**src/design/apc_pkg.sv**
```systemverilog
// shared constants and types for the audio port format and clock check block
package apc_pkg;
  localparam int unsigned CLK_MHZ = 125;
  // register offsets on the documented register port
  localparam logic [7:0] ADDR_CLOCK_CHECK_CONTROL = 8'h25;
  localparam logic [7:0] ADDR_AUDIO_FORMAT_LENGTH = 8'h28;
  localparam logic [7:0] ADDR_AUDIO_DATA_OFFSET = 8'h29;
  localparam logic [7:0] ADDR_CHANNEL_PATH_SELECT = 8'h2a;
  // reset values
  localparam logic [7:0] RST_CLOCK_CHECK_CONTROL = 8'h00;
  localparam logic [7:0] RST_AUDIO_FORMAT_LENGTH = 8'h02;
  localparam logic [7:0] RST_AUDIO_DATA_OFFSET = 8'h00;
  localparam logic [7:0] RST_CHANNEL_PATH_SELECT = 8'h11;
  // writable bit masks, reserved bits read as zero
  localparam logic [7:0] MASK_CLOCK_CHECK_CONTROL = 8'h7f;
  localparam logic [7:0] MASK_AUDIO_FORMAT_LENGTH = 8'h33;
  localparam logic [7:0] MASK_CHANNEL_PATH_SELECT = 8'h33;
  // clock_check_control field positions
  localparam int unsigned BIT_IGNORE_RATE = 6;
  localparam int unsigned BIT_IGNORE_BITCLK = 5;
  localparam int unsigned BIT_IGNORE_MCLK_RATIO = 4;
  localparam int unsigned BIT_IGNORE_MCLK_HALT = 3;
  localparam int unsigned BIT_IGNORE_MISSING = 2;
  localparam int unsigned BIT_AUTOSET_DISABLE = 1;
  localparam int unsigned BIT_IGNORE_PLL = 0;
  // audio_format_length and channel_path_select field positions
  localparam int unsigned POS_FORMAT = 4;
  localparam int unsigned POS_LENGTH = 0;
  localparam int unsigned POS_LEFT_PATH = 4;
  localparam int unsigned POS_RIGHT_PATH = 0;
  // bit clock per frame limits
  localparam logic [11:0] BITCLK_RATIO_MIN = 12'h020;
  localparam logic [11:0] BITCLK_RATIO_MAX = 12'h100;
  // frame period limits: 192 kHz down to 8 kHz
  localparam int unsigned RATE_MIN_PERIOD_NS = 5208;
  localparam int unsigned RATE_MAX_PERIOD_NS = 125000;
  localparam logic [15:0] RATE_MIN_CYC = 16'((RATE_MIN_PERIOD_NS * CLK_MHZ + 999) / 1000);
  localparam logic [15:0] RATE_MAX_CYC = 16'((RATE_MAX_PERIOD_NS * CLK_MHZ) / 1000);
  // master clock halt: no rising edge for this long
  localparam int unsigned HALT_TIME_NS = 1000;
  localparam logic [15:0] HALT_CYC = 16'((HALT_TIME_NS * CLK_MHZ) / 1000);
  // accepted master clock ratios and tolerance
  localparam int unsigned MCLK_RATIO_COUNT = 8;
  localparam logic [11:0] MCLK_RATIO_TOL = 12'h002;
  localparam logic [11:0] MCLK_RATIOS [MCLK_RATIO_COUNT] = '{
    12'h080, 12'h0c0, 12'h100, 12'h180, 12'h200, 12'h300, 12'h400, 12'h480};
  // missing clock period step: one second
  localparam int unsigned MISSING_STEP_S = 1;
  localparam int unsigned MISSING_STEP_CYC = MISSING_STEP_S * CLK_MHZ * 1000000;

  typedef enum logic [1:0] {
    APC_FMT_I2S = 2'h0,
    APC_FMT_DSP = 2'h1,
    APC_FMT_RIGHT_JUSTIFIED = 2'h2,
    APC_FMT_LEFT_JUSTIFIED = 2'h3
  } apc_format_t;

  typedef struct packed {
    logic rate_fail;
    logic bitclk_fail;
    logic mclk_ratio_fail;
    logic mclk_halt;
    logic pll_unlock;
  } apc_check_t;

  typedef struct packed {
    logic [6:0] charge_pump_div;
    logic [6:0] osr_div;
    logic [2:0] speed_mode;
  } apc_divider_t;
endpackage

```
**src/design/apc_frame_counter.sv**
```systemverilog
// counts event pulses over one frame period, saturating
`timescale 1ns/1ps
module apc_frame_counter
  import apc_pkg::*;
#(
  parameter int unsigned CNT_W = 12
) (
  input wire logic clk_sys,
  input wire logic rst_b,
  input wire logic frame_rise,
  input wire logic event_rise,
  output logic [CNT_W-1:0] count,
  output logic done
);
  initial begin
    if (CNT_W < 2) begin
      $error("apc_frame_counter: CNT_W too small");
    end
  end

  logic [CNT_W-1:0] acc;
  wire logic acc_full = &acc;
  wire logic [CNT_W-1:0] acc_inc = acc + CNT_W'(1);
  wire logic [CNT_W-1:0] next_acc = frame_rise ? CNT_W'(event_rise)
                                    : ((event_rise && !acc_full) ? acc_inc : acc);

  always_ff @(posedge clk_sys) begin
    if (!rst_b) begin
      acc <= '0;
      count <= '0;
      done <= 1'b0;
    end else begin
      acc <= next_acc;
      done <= frame_rise;
      if (frame_rise) begin
        count <= acc;
      end
    end
  end
endmodule

```
**src/design/apc_clock_check.sv**
```systemverilog
// audio port format registers and clock checks
`timescale 1ns/1ps
// How it works
// - rate failure raises clock error unless ignored
// - bit clock must be 32..256 per frame
// - bit clock ratio error gated by ignore bit
// - master clock ratio checked, gated by ignore
// - master clock halt raises error unless ignored
// - both clocks low means missing, powers down
// - autoset unless disable bit set, then manual
// - pll unlock raises error unless ignored
// - pll lock flag always shows true state
// - two-bit format field selects framing mode
// - word length 16/20/24/32, resets to 24
// - eight-bit offset delays sample in bit clocks
// - autoset ignores manual dividers and speed
// - missing period selectable one to eight seconds
module apc_clock_check
  import apc_pkg::*;
#(
  parameter int unsigned MISSING_STEP_CYCLES = MISSING_STEP_CYC,
  parameter int unsigned MCLK_CNT_W = 12
) (
  input wire logic clk_sys,
  input wire logic rst_b,
  input wire logic [7:0] reg_addr,
  input wire logic reg_write,
  input wire logic [7:0] reg_wdata,
  output logic [7:0] reg_rdata,
  input wire logic mclk_pin,
  input wire logic bitclk_pin,
  input wire logic frameclk_pin,
  input wire logic pll_locked,
  input wire logic [2:0] missing_clock_period,
  input wire apc_divider_t manual_divider,
  input wire apc_divider_t auto_divider,
  output apc_divider_t active_divider,
  output logic divider_autoset_active,
  output logic clock_error,
  output logic converter_powerdown,
  output logic pll_lock_flag,
  output apc_check_t check_status,
  output apc_format_t frame_format_select,
  output logic [5:0] sample_bits,
  output logic [7:0] sample_bit_offset,
  output logic [1:0] left_path_select,
  output logic [1:0] right_path_select
);
  initial begin
    if (MISSING_STEP_CYCLES < 1 || MISSING_STEP_CYCLES > 32'h1000_0000) begin
      $error("apc_clock_check: MISSING_STEP_CYCLES out of range");
    end
    if (MCLK_CNT_W < 12) begin
      $error("apc_clock_check: MCLK_CNT_W too small for ratios");
    end
  end

  ////////////////////////////////////////////////////////////////////////////
  // registers
  logic [7:0] clock_check_control;
  logic [7:0] audio_format_length;
  logic [7:0] audio_data_offset;
  logic [7:0] channel_path_select;

  wire logic wr_ctrl = reg_write && (reg_addr == ADDR_CLOCK_CHECK_CONTROL);
  wire logic wr_fmt = reg_write && (reg_addr == ADDR_AUDIO_FORMAT_LENGTH);
  wire logic wr_ofs = reg_write && (reg_addr == ADDR_AUDIO_DATA_OFFSET);
  wire logic wr_path = reg_write && (reg_addr == ADDR_CHANNEL_PATH_SELECT);

  always_ff @(posedge clk_sys) begin
    if (!rst_b) begin
      clock_check_control <= RST_CLOCK_CHECK_CONTROL;
      audio_format_length <= RST_AUDIO_FORMAT_LENGTH;
      audio_data_offset <= RST_AUDIO_DATA_OFFSET;
      channel_path_select <= RST_CHANNEL_PATH_SELECT;
    end else begin
      if (wr_ctrl) clock_check_control <= reg_wdata & MASK_CLOCK_CHECK_CONTROL;
      if (wr_fmt) audio_format_length <= reg_wdata & MASK_AUDIO_FORMAT_LENGTH;
      if (wr_ofs) audio_data_offset <= reg_wdata;
      if (wr_path) channel_path_select <= reg_wdata & MASK_CHANNEL_PATH_SELECT;
    end
  end

  // unmapped offsets read as zero
  assign reg_rdata = (reg_addr == ADDR_CLOCK_CHECK_CONTROL) ? clock_check_control
                   : (reg_addr == ADDR_AUDIO_FORMAT_LENGTH) ? audio_format_length
                   : (reg_addr == ADDR_AUDIO_DATA_OFFSET) ? audio_data_offset
                   : (reg_addr == ADDR_CHANNEL_PATH_SELECT) ? channel_path_select
                   : 8'h00;

  wire logic ignore_rate_check = clock_check_control[BIT_IGNORE_RATE];
  wire logic ignore_bitclk_ratio_check = clock_check_control[BIT_IGNORE_BITCLK];
  wire logic ignore_masterclk_ratio_check = clock_check_control[BIT_IGNORE_MCLK_RATIO];
  wire logic ignore_masterclk_halt_check = clock_check_control[BIT_IGNORE_MCLK_HALT];
  wire logic ignore_clocks_missing_check = clock_check_control[BIT_IGNORE_MISSING];
  wire logic divider_autoset_disable = clock_check_control[BIT_AUTOSET_DISABLE];
  wire logic ignore_pll_lock_check = clock_check_control[BIT_IGNORE_PLL];

  ////////////////////////////////////////////////////////////////////////////
  // format outputs, shared by input and output ports
  wire logic [1:0] sample_word_length = audio_format_length[POS_LENGTH +: 2];
  assign frame_format_select = apc_format_t'(audio_format_length[POS_FORMAT +: 2]);
  assign sample_bits = (sample_word_length == 2'h0) ? 6'h10
                     : (sample_word_length == 2'h1) ? 6'h14
                     : (sample_word_length == 2'h2) ? 6'h18
                     : 6'h20;
  assign sample_bit_offset = audio_data_offset;
  assign left_path_select = channel_path_select[POS_LEFT_PATH +: 2];
  assign right_path_select = channel_path_select[POS_RIGHT_PATH +: 2];

  // manual values only count once autoset is disabled
  assign divider_autoset_active = !divider_autoset_disable;
  assign active_divider = divider_autoset_disable ? manual_divider : auto_divider;

  ////////////////////////////////////////////////////////////////////////////
  // pin synchronisers; stage 2 feeds everything, stage 3 only for edges
  logic [3:0] sync_1;
  logic [3:0] sync_2;
  logic [2:0] sync_3;
  always_ff @(posedge clk_sys) begin
    if (!rst_b) begin
      sync_1 <= 4'h0;
      sync_2 <= 4'h0;
      sync_3 <= 3'h0;
    end else begin
      sync_1 <= {pll_locked, mclk_pin, bitclk_pin, frameclk_pin};
      sync_2 <= sync_1;
      sync_3 <= sync_2[2:0];
    end
  end
  wire logic frame_lvl = sync_2[0];
  wire logic bitclk_lvl = sync_2[1];
  wire logic pll_lvl = sync_2[3];
  wire logic frame_rise = sync_2[0] && !sync_3[0];
  wire logic bitclk_rise = sync_2[1] && !sync_3[1];
  wire logic mclk_rise = sync_2[2] && !sync_3[2];

  assign pll_lock_flag = pll_lvl;

  ////////////////////////////////////////////////////////////////////////////
  // per-frame measurements
  logic [11:0] bitclk_count;
  logic bitclk_done;
  logic [MCLK_CNT_W-1:0] mclk_count;
  logic mclk_done;

  apc_frame_counter #(.CNT_W(12)) u_bitclk_count (
    .clk_sys(clk_sys),
    .rst_b(rst_b),
    .frame_rise(frame_rise),
    .event_rise(bitclk_rise),
    .count(bitclk_count),
    .done(bitclk_done)
  );

  apc_frame_counter #(.CNT_W(MCLK_CNT_W)) u_mclk_count (
    .clk_sys(clk_sys),
    .rst_b(rst_b),
    .frame_rise(frame_rise),
    .event_rise(mclk_rise),
    .count(mclk_count),
    .done(mclk_done)
  );

  wire logic bitclk_bad = (bitclk_count < BITCLK_RATIO_MIN)
                       || (bitclk_count > BITCLK_RATIO_MAX);

  logic [MCLK_RATIO_COUNT-1:0] ratio_hit;
  for (genvar i = 0; i < MCLK_RATIO_COUNT; i++) begin : g_ratio
    assign ratio_hit[i] = (mclk_count + MCLK_CNT_W'(MCLK_RATIO_TOL) >=
                           MCLK_CNT_W'(MCLK_RATIOS[i]))
                       && (mclk_count <= MCLK_CNT_W'(MCLK_RATIOS[i] + MCLK_RATIO_TOL));
  end
  wire logic mclk_ratio_bad = ~|ratio_hit;

  // frame period in system cycles; a stalled frame clock trips the upper limit
  logic [15:0] frame_cyc;
  wire logic frame_cyc_over = frame_cyc > RATE_MAX_CYC;
  wire logic [15:0] next_frame_cyc = frame_rise ? 16'h0001
                                   : (frame_cyc_over ? frame_cyc : frame_cyc + 16'h0001);
  wire logic rate_bad = (frame_cyc < RATE_MIN_CYC) || frame_cyc_over;

  // master clock halt: static or too slow
  logic [15:0] mclk_idle;
  wire logic mclk_idle_over = mclk_idle > HALT_CYC;
  wire logic [15:0] next_mclk_idle = mclk_rise ? 16'h0000
                                   : (mclk_idle_over ? mclk_idle : mclk_idle + 16'h0001);

  logic rate_fail;
  logic bitclk_fail;
  logic mclk_ratio_fail;
  always_ff @(posedge clk_sys) begin
    if (!rst_b) begin
      frame_cyc <= 16'h0000;
      mclk_idle <= 16'h0000;
      rate_fail <= 1'b0;
      bitclk_fail <= 1'b0;
      mclk_ratio_fail <= 1'b0;
    end else begin
      frame_cyc <= next_frame_cyc;
      mclk_idle <= next_mclk_idle;
      if (frame_rise) rate_fail <= rate_bad;
      else if (frame_cyc_over) rate_fail <= 1'b1;
      if (bitclk_done) bitclk_fail <= bitclk_bad;
      if (mclk_done) mclk_ratio_fail <= mclk_ratio_bad;
    end
  end

  assign check_status = '{rate_fail: rate_fail, bitclk_fail: bitclk_fail,
                          mclk_ratio_fail: mclk_ratio_fail, mclk_halt: mclk_idle_over,
                          pll_unlock: !pll_lvl};

  ////////////////////////////////////////////////////////////////////////////
  // clock error, registered
  wire logic next_clock_error = (rate_fail && !ignore_rate_check)
                             || (bitclk_fail && !ignore_bitclk_ratio_check)
                             || (mclk_ratio_fail && !ignore_masterclk_ratio_check)
                             || (mclk_idle_over && !ignore_masterclk_halt_check)
                             || (!pll_lvl && !ignore_pll_lock_check);

  ////////////////////////////////////////////////////////////////////////////
  // missing clocks: only both held low counts, not merely static
  logic [31:0] missing_cyc;
  wire logic both_low = !frame_lvl && !bitclk_lvl;
  wire logic [31:0] missing_limit = 32'(missing_clock_period) * 32'(MISSING_STEP_CYCLES)
                                  + 32'(MISSING_STEP_CYCLES);
  wire logic missing = missing_cyc >= missing_limit;
  wire logic [31:0] next_missing_cyc = !both_low ? 32'h0000_0000
                                     : (missing ? missing_cyc : missing_cyc + 32'h0000_0001);

  always_ff @(posedge clk_sys) begin
    if (!rst_b) begin
      missing_cyc <= 32'h0000_0000;
      clock_error <= 1'b0;
      converter_powerdown <= 1'b0;
    end else begin
      missing_cyc <= next_missing_cyc;
      clock_error <= next_clock_error;
      converter_powerdown <= missing && !ignore_clocks_missing_check;
    end
  end
endmodule

```
**config.mk**
```make
export PLATFORM = sky130hd
export DESIGN_NAME = apc_clock_check
export DESIGN_NICKNAME = d
export VERILOG_FILES = /design/src/design/apc_pkg.sv /design/src/design/apc_frame_counter.sv /design/src/design/apc_clock_check.sv
export SDC_FILE = /design/constraint.sdc
export NUM_CORES = 1
export LEC_CHECK = 0
export BUFFER_PORTS_ARGS = -buffer_cell sky130_fd_sc_hd__clkbuf_2
export CAP_MARGIN = 20
export CORE_UTILIZATION = 55
export CTS_BUF_LIST = sky130_fd_sc_hd__clkbuf_4 sky130_fd_sc_hd__clkbuf_8 sky130_fd_sc_hd__clkbuf_16
export CTS_CLUSTER_DIAMETER = 80
export CTS_CLUSTER_SIZE = 24
export DETAILED_ROUTE_END_ITERATION = 10
export HOLD_SLACK_MARGIN = 0.08
export PLACE_DENSITY = 0.76
export SYNTH_ARGS = -nofsm -noshare
export SYNTH_HDL_FRONTEND = slang
export SYNTH_SLANG_ARGS = --single-unit
```
**constraint.sdc**
```tcl
create_clock -name clk_sys -period 9.9 [get_ports clk_sys]
set_input_delay 0.99 -clock clk_sys [delete_from_list [all_inputs] [get_ports clk_sys]]
set_output_delay 0.99 -clock clk_sys [all_outputs]
set_load 0.1 [all_outputs]
```
==> impl_metrics.ini <==
[cts]
clock-sinks = 152
htree_levels = 4
cts_hold_buf = 0
cts.clk_slew.worst_paths_ns = 0.06
cts_tree = built
postCtsSetupBuffers = 0
clkLatencyLatePin_ns = 0.42
postCtsResizedCells = 0
numCtsBuffers = 17
clockRootBuffer = clkbuf_16
cts_buffer_depth = 2

[sta]
period_share = 0.684
fin_crit_ns = 6.77
setup_violations = 0
finalMaxSlewViolations = 0
skew_ns = 0.00956
hold_violations = 0
slew_headroom = 0.243
whs_ns = 0.431
max_freq_ghz = 0.148
final.setup.tns_ns = 0
worst_pin_slew_ns = 1.13
rsz0062_at_grt = false

[power]
finalPower_mw = 1.48
powerDensity_nw_per_um2 = 148
leakage_nw = 4.18
ir_worst_vdd_uv = 133

[routing]
wl_per_cell_um = 14.6
drc_errors = 0
via_count = 7602
dr.pass1.iters = 5
postRouteAntennaNets = 0
drt_iter0_drc = 366
viasPerCell = 5.66
wl_um = 19600

[worst_setup_path]
worstSetupStartpointType = input port
cp_max_fo = 20
rrSetupSlack_ns = 6.83
arrival_ns = 7.11
end_kind = flip-flop
path_class = input port to flip-flop
cp.required_ns = 10.24

[global_routing]
grt_max_degree = 35
grt_pass1_wl_um = 32700
antenna_found_initial = 0
overflow = 0
grt_pass1_vias = 6878
grtUsageTotal = 0.241

[min_path]
min_path_type = flip-flop to flip-flop

[layout]
multi_input_area_um2 = 5410
seq_area_um2 = 3040
synthToLayoutAreaGrowth_pct = 12.7
fill_cells = 1345
fin_area_um2 = 10000
post-route-util = 0.633
drive_gt1_frac = 0.160
nNetsFinal = 1229
antenna_cells_inserted = 0

[synthesis]
ys.warnings.count = 0
async_flop_share = 0
syn_avg_cell_area_um2 = 8.56
dominantRegCellSynth = dfxtp_1
syn_inst = 1038
synth.distinct_cells = 73
synth-edff-count = 0
ys_ff_latch = 152
ys_seq_area_frac = 0.343
synth_area_um2 = 8880

[placement]
place_congestion = 0.916
dp_hpwl_um = 14300
dpl_cell_area_um2 = 9470
port-buffer-count = 111

[floorplanning]
pin_count = 114
die_w_um = 129
rows = 46
dieArea_um2 = 16700
die_h_um = 129
initial_core_util = 0.561
core_um2 = 15800

[run]
drv_cap = 0

[status]
status = finished, final reports clean
[critical path, stage by stage]
cell	delay [ns]
clkbuf_2	0.28
inv_1	0.23
ha_1	0.63
inv_1	0.21
ha_1	0.44
a21o_2	0.27
a41o_1	0.28
a221oi_4	0.34
xor2_2	0.28
nor3_1	0.11
o21ai_2	0.21
or3b_1	0.38
xor2_1	0.16
ha_1	0.30
a21oi_1	0.13
o21bai_1	0.07
a211oi_1	0.37
o21ai_1	0.24
or2_1	0.47
or4_1	0.58
a21oi_1	0.14
[layout by cell type, fill, tap and decap left out, types with 8 or more instances in the layout]
cell type / instances
a21o_1: 14
mux2i_1: 24
a21boi_0: 18
mux2_2: 17
nand3_1: 46
and3_1: 27
o21ai_0: 39
dfxtp_1: 152
nand2b_1: 18
clkbuf_2: 111
nor3_1: 20
nor2b_1: 15
nand4_1: 17
and4_1: 8
a22o_1: 26
or4_1: 10
or3_1: 13
ha_1: 52
o31ai_1: 9
inv_1: 46
xnor2_1: 36
nor4_1: 11
a21oi_1: 48
nand2_1: 91
nand4b_1: 9
nor2_1: 73
inv_6: 8
clkbuf_16: 17
a31oi_1: 8
and2_1: 18
xor2_1: 31
[path summary, 6_finish.rpt]
kind | from | end | depth (start not counted)
worst max-delay path | missing_clock_period[0] | missing_cyc[9] | 21
worst min-delay path | sync_1[2] | sync_2[2] | 1
worst max register to register | missing_cyc[13] | missing_cyc[9] | 9
worst min register to register | sync_1[2] | sync_2[2] | 1
[cell type report]
class,instances,share of cell area
Clock buffer,18,0.0432
Clock inverter,14,0.0112
Inverter,46,0.0172
Multi-Input combinational cell,785,0.540
Sequential cell,152,0.304
Tap cell,216,0.0270
Timing Repair Buffer,113,0.0570
[Yosys cell counts, types with 9 or more instances]
| cell | number | share of area |
|---|---|---|
| dfxtp_1 | 152 | 0.34 |
| ha_1 | 52 | 0.073 |
| nand2_1 | 91 | 0.038 |
| a21oi_1 | 48 | 0.027 |
| o31ai_1 | 9 | 0.0076 |
| a21boi_0 | 18 | 0.015 |
| mux2_2 | 17 | 0.022 |
| clkbuf_1 | 38 | 0.016 |
| nor4_1 | 11 | 0.0077 |
| xnor2_1 | 36 | 0.035 |
| a21o_1 | 14 | 0.012 |
| or3_1 | 13 | 0.0092 |
| nand2b_1 | 18 | 0.013 |
| nor2_1 | 73 | 0.031 |
| inv_1 | 46 | 0.019 |
| and2_1 | 18 | 0.013 |
| and3_1 | 27 | 0.019 |
| nand3_1 | 46 | 0.026 |
| nor2b_1 | 15 | 0.011 |
| mux2i_1 | 24 | 0.027 |
| a22o_1 | 26 | 0.026 |
| nand4b_1 | 9 | 0.0089 |
| nand4_1 | 17 | 0.012 |
| or4_1 | 10 | 0.0085 |
| nor3_1 | 20 | 0.011 |
| buf_4 | 9 | 0.0076 |
| xor2_1 | 31 | 0.031 |
| o21ai_0 | 39 | 0.022 |
[report_power, final]
group          switching [mW]  leakage, nW  internal [mW]
clock network           0.270        0.272          0.330
registers             0.00591         1.23          0.618
logic                   0.169         2.68         0.0906
[metrics by stage]
step,setup WS (ns),cells
global placement,2.90,1312
global route,2.72,1344
detailed placement,2.76,1312
finish,3.13,1344
floorplan,3.63,1039
CTS,3.18,1344
[state kept, by name, indices dropped and copies added, names as in the netlist, 3 cells and up]
register and count:
mclk_idle 16, u_bitclk_count.count 12, u_mclk_count.count 12, u_mclk_count.acc 12
u_bitclk_count.acc 12, clock_check_control 7, sync_3 3, frame_cyc 16
missing_cyc 32, audio_format_length 4, sample_bit_offset 8, sync_2 4
sync_1 4, channel_path_select 4
[routing by layer]
layer  track usage  up-vias  wire length (um)
met2         0.384      194              8920
met1         0.331     3541              9440
met4        0.0630        0               215
li1              -     3844                 -
met3        0.0508       23              1050
met5             0        -                 0
[cells by family after synthesis]
family,share of synthesized area
simple gates,0.246
compound gates,0.166
flops,0.343
buf+inv,0.0489
xor+xnor,0.0697
fa+ha+maj,0.0777
mux,0.0486
other cells,0.000422
(Power assumes the default switching activity.)
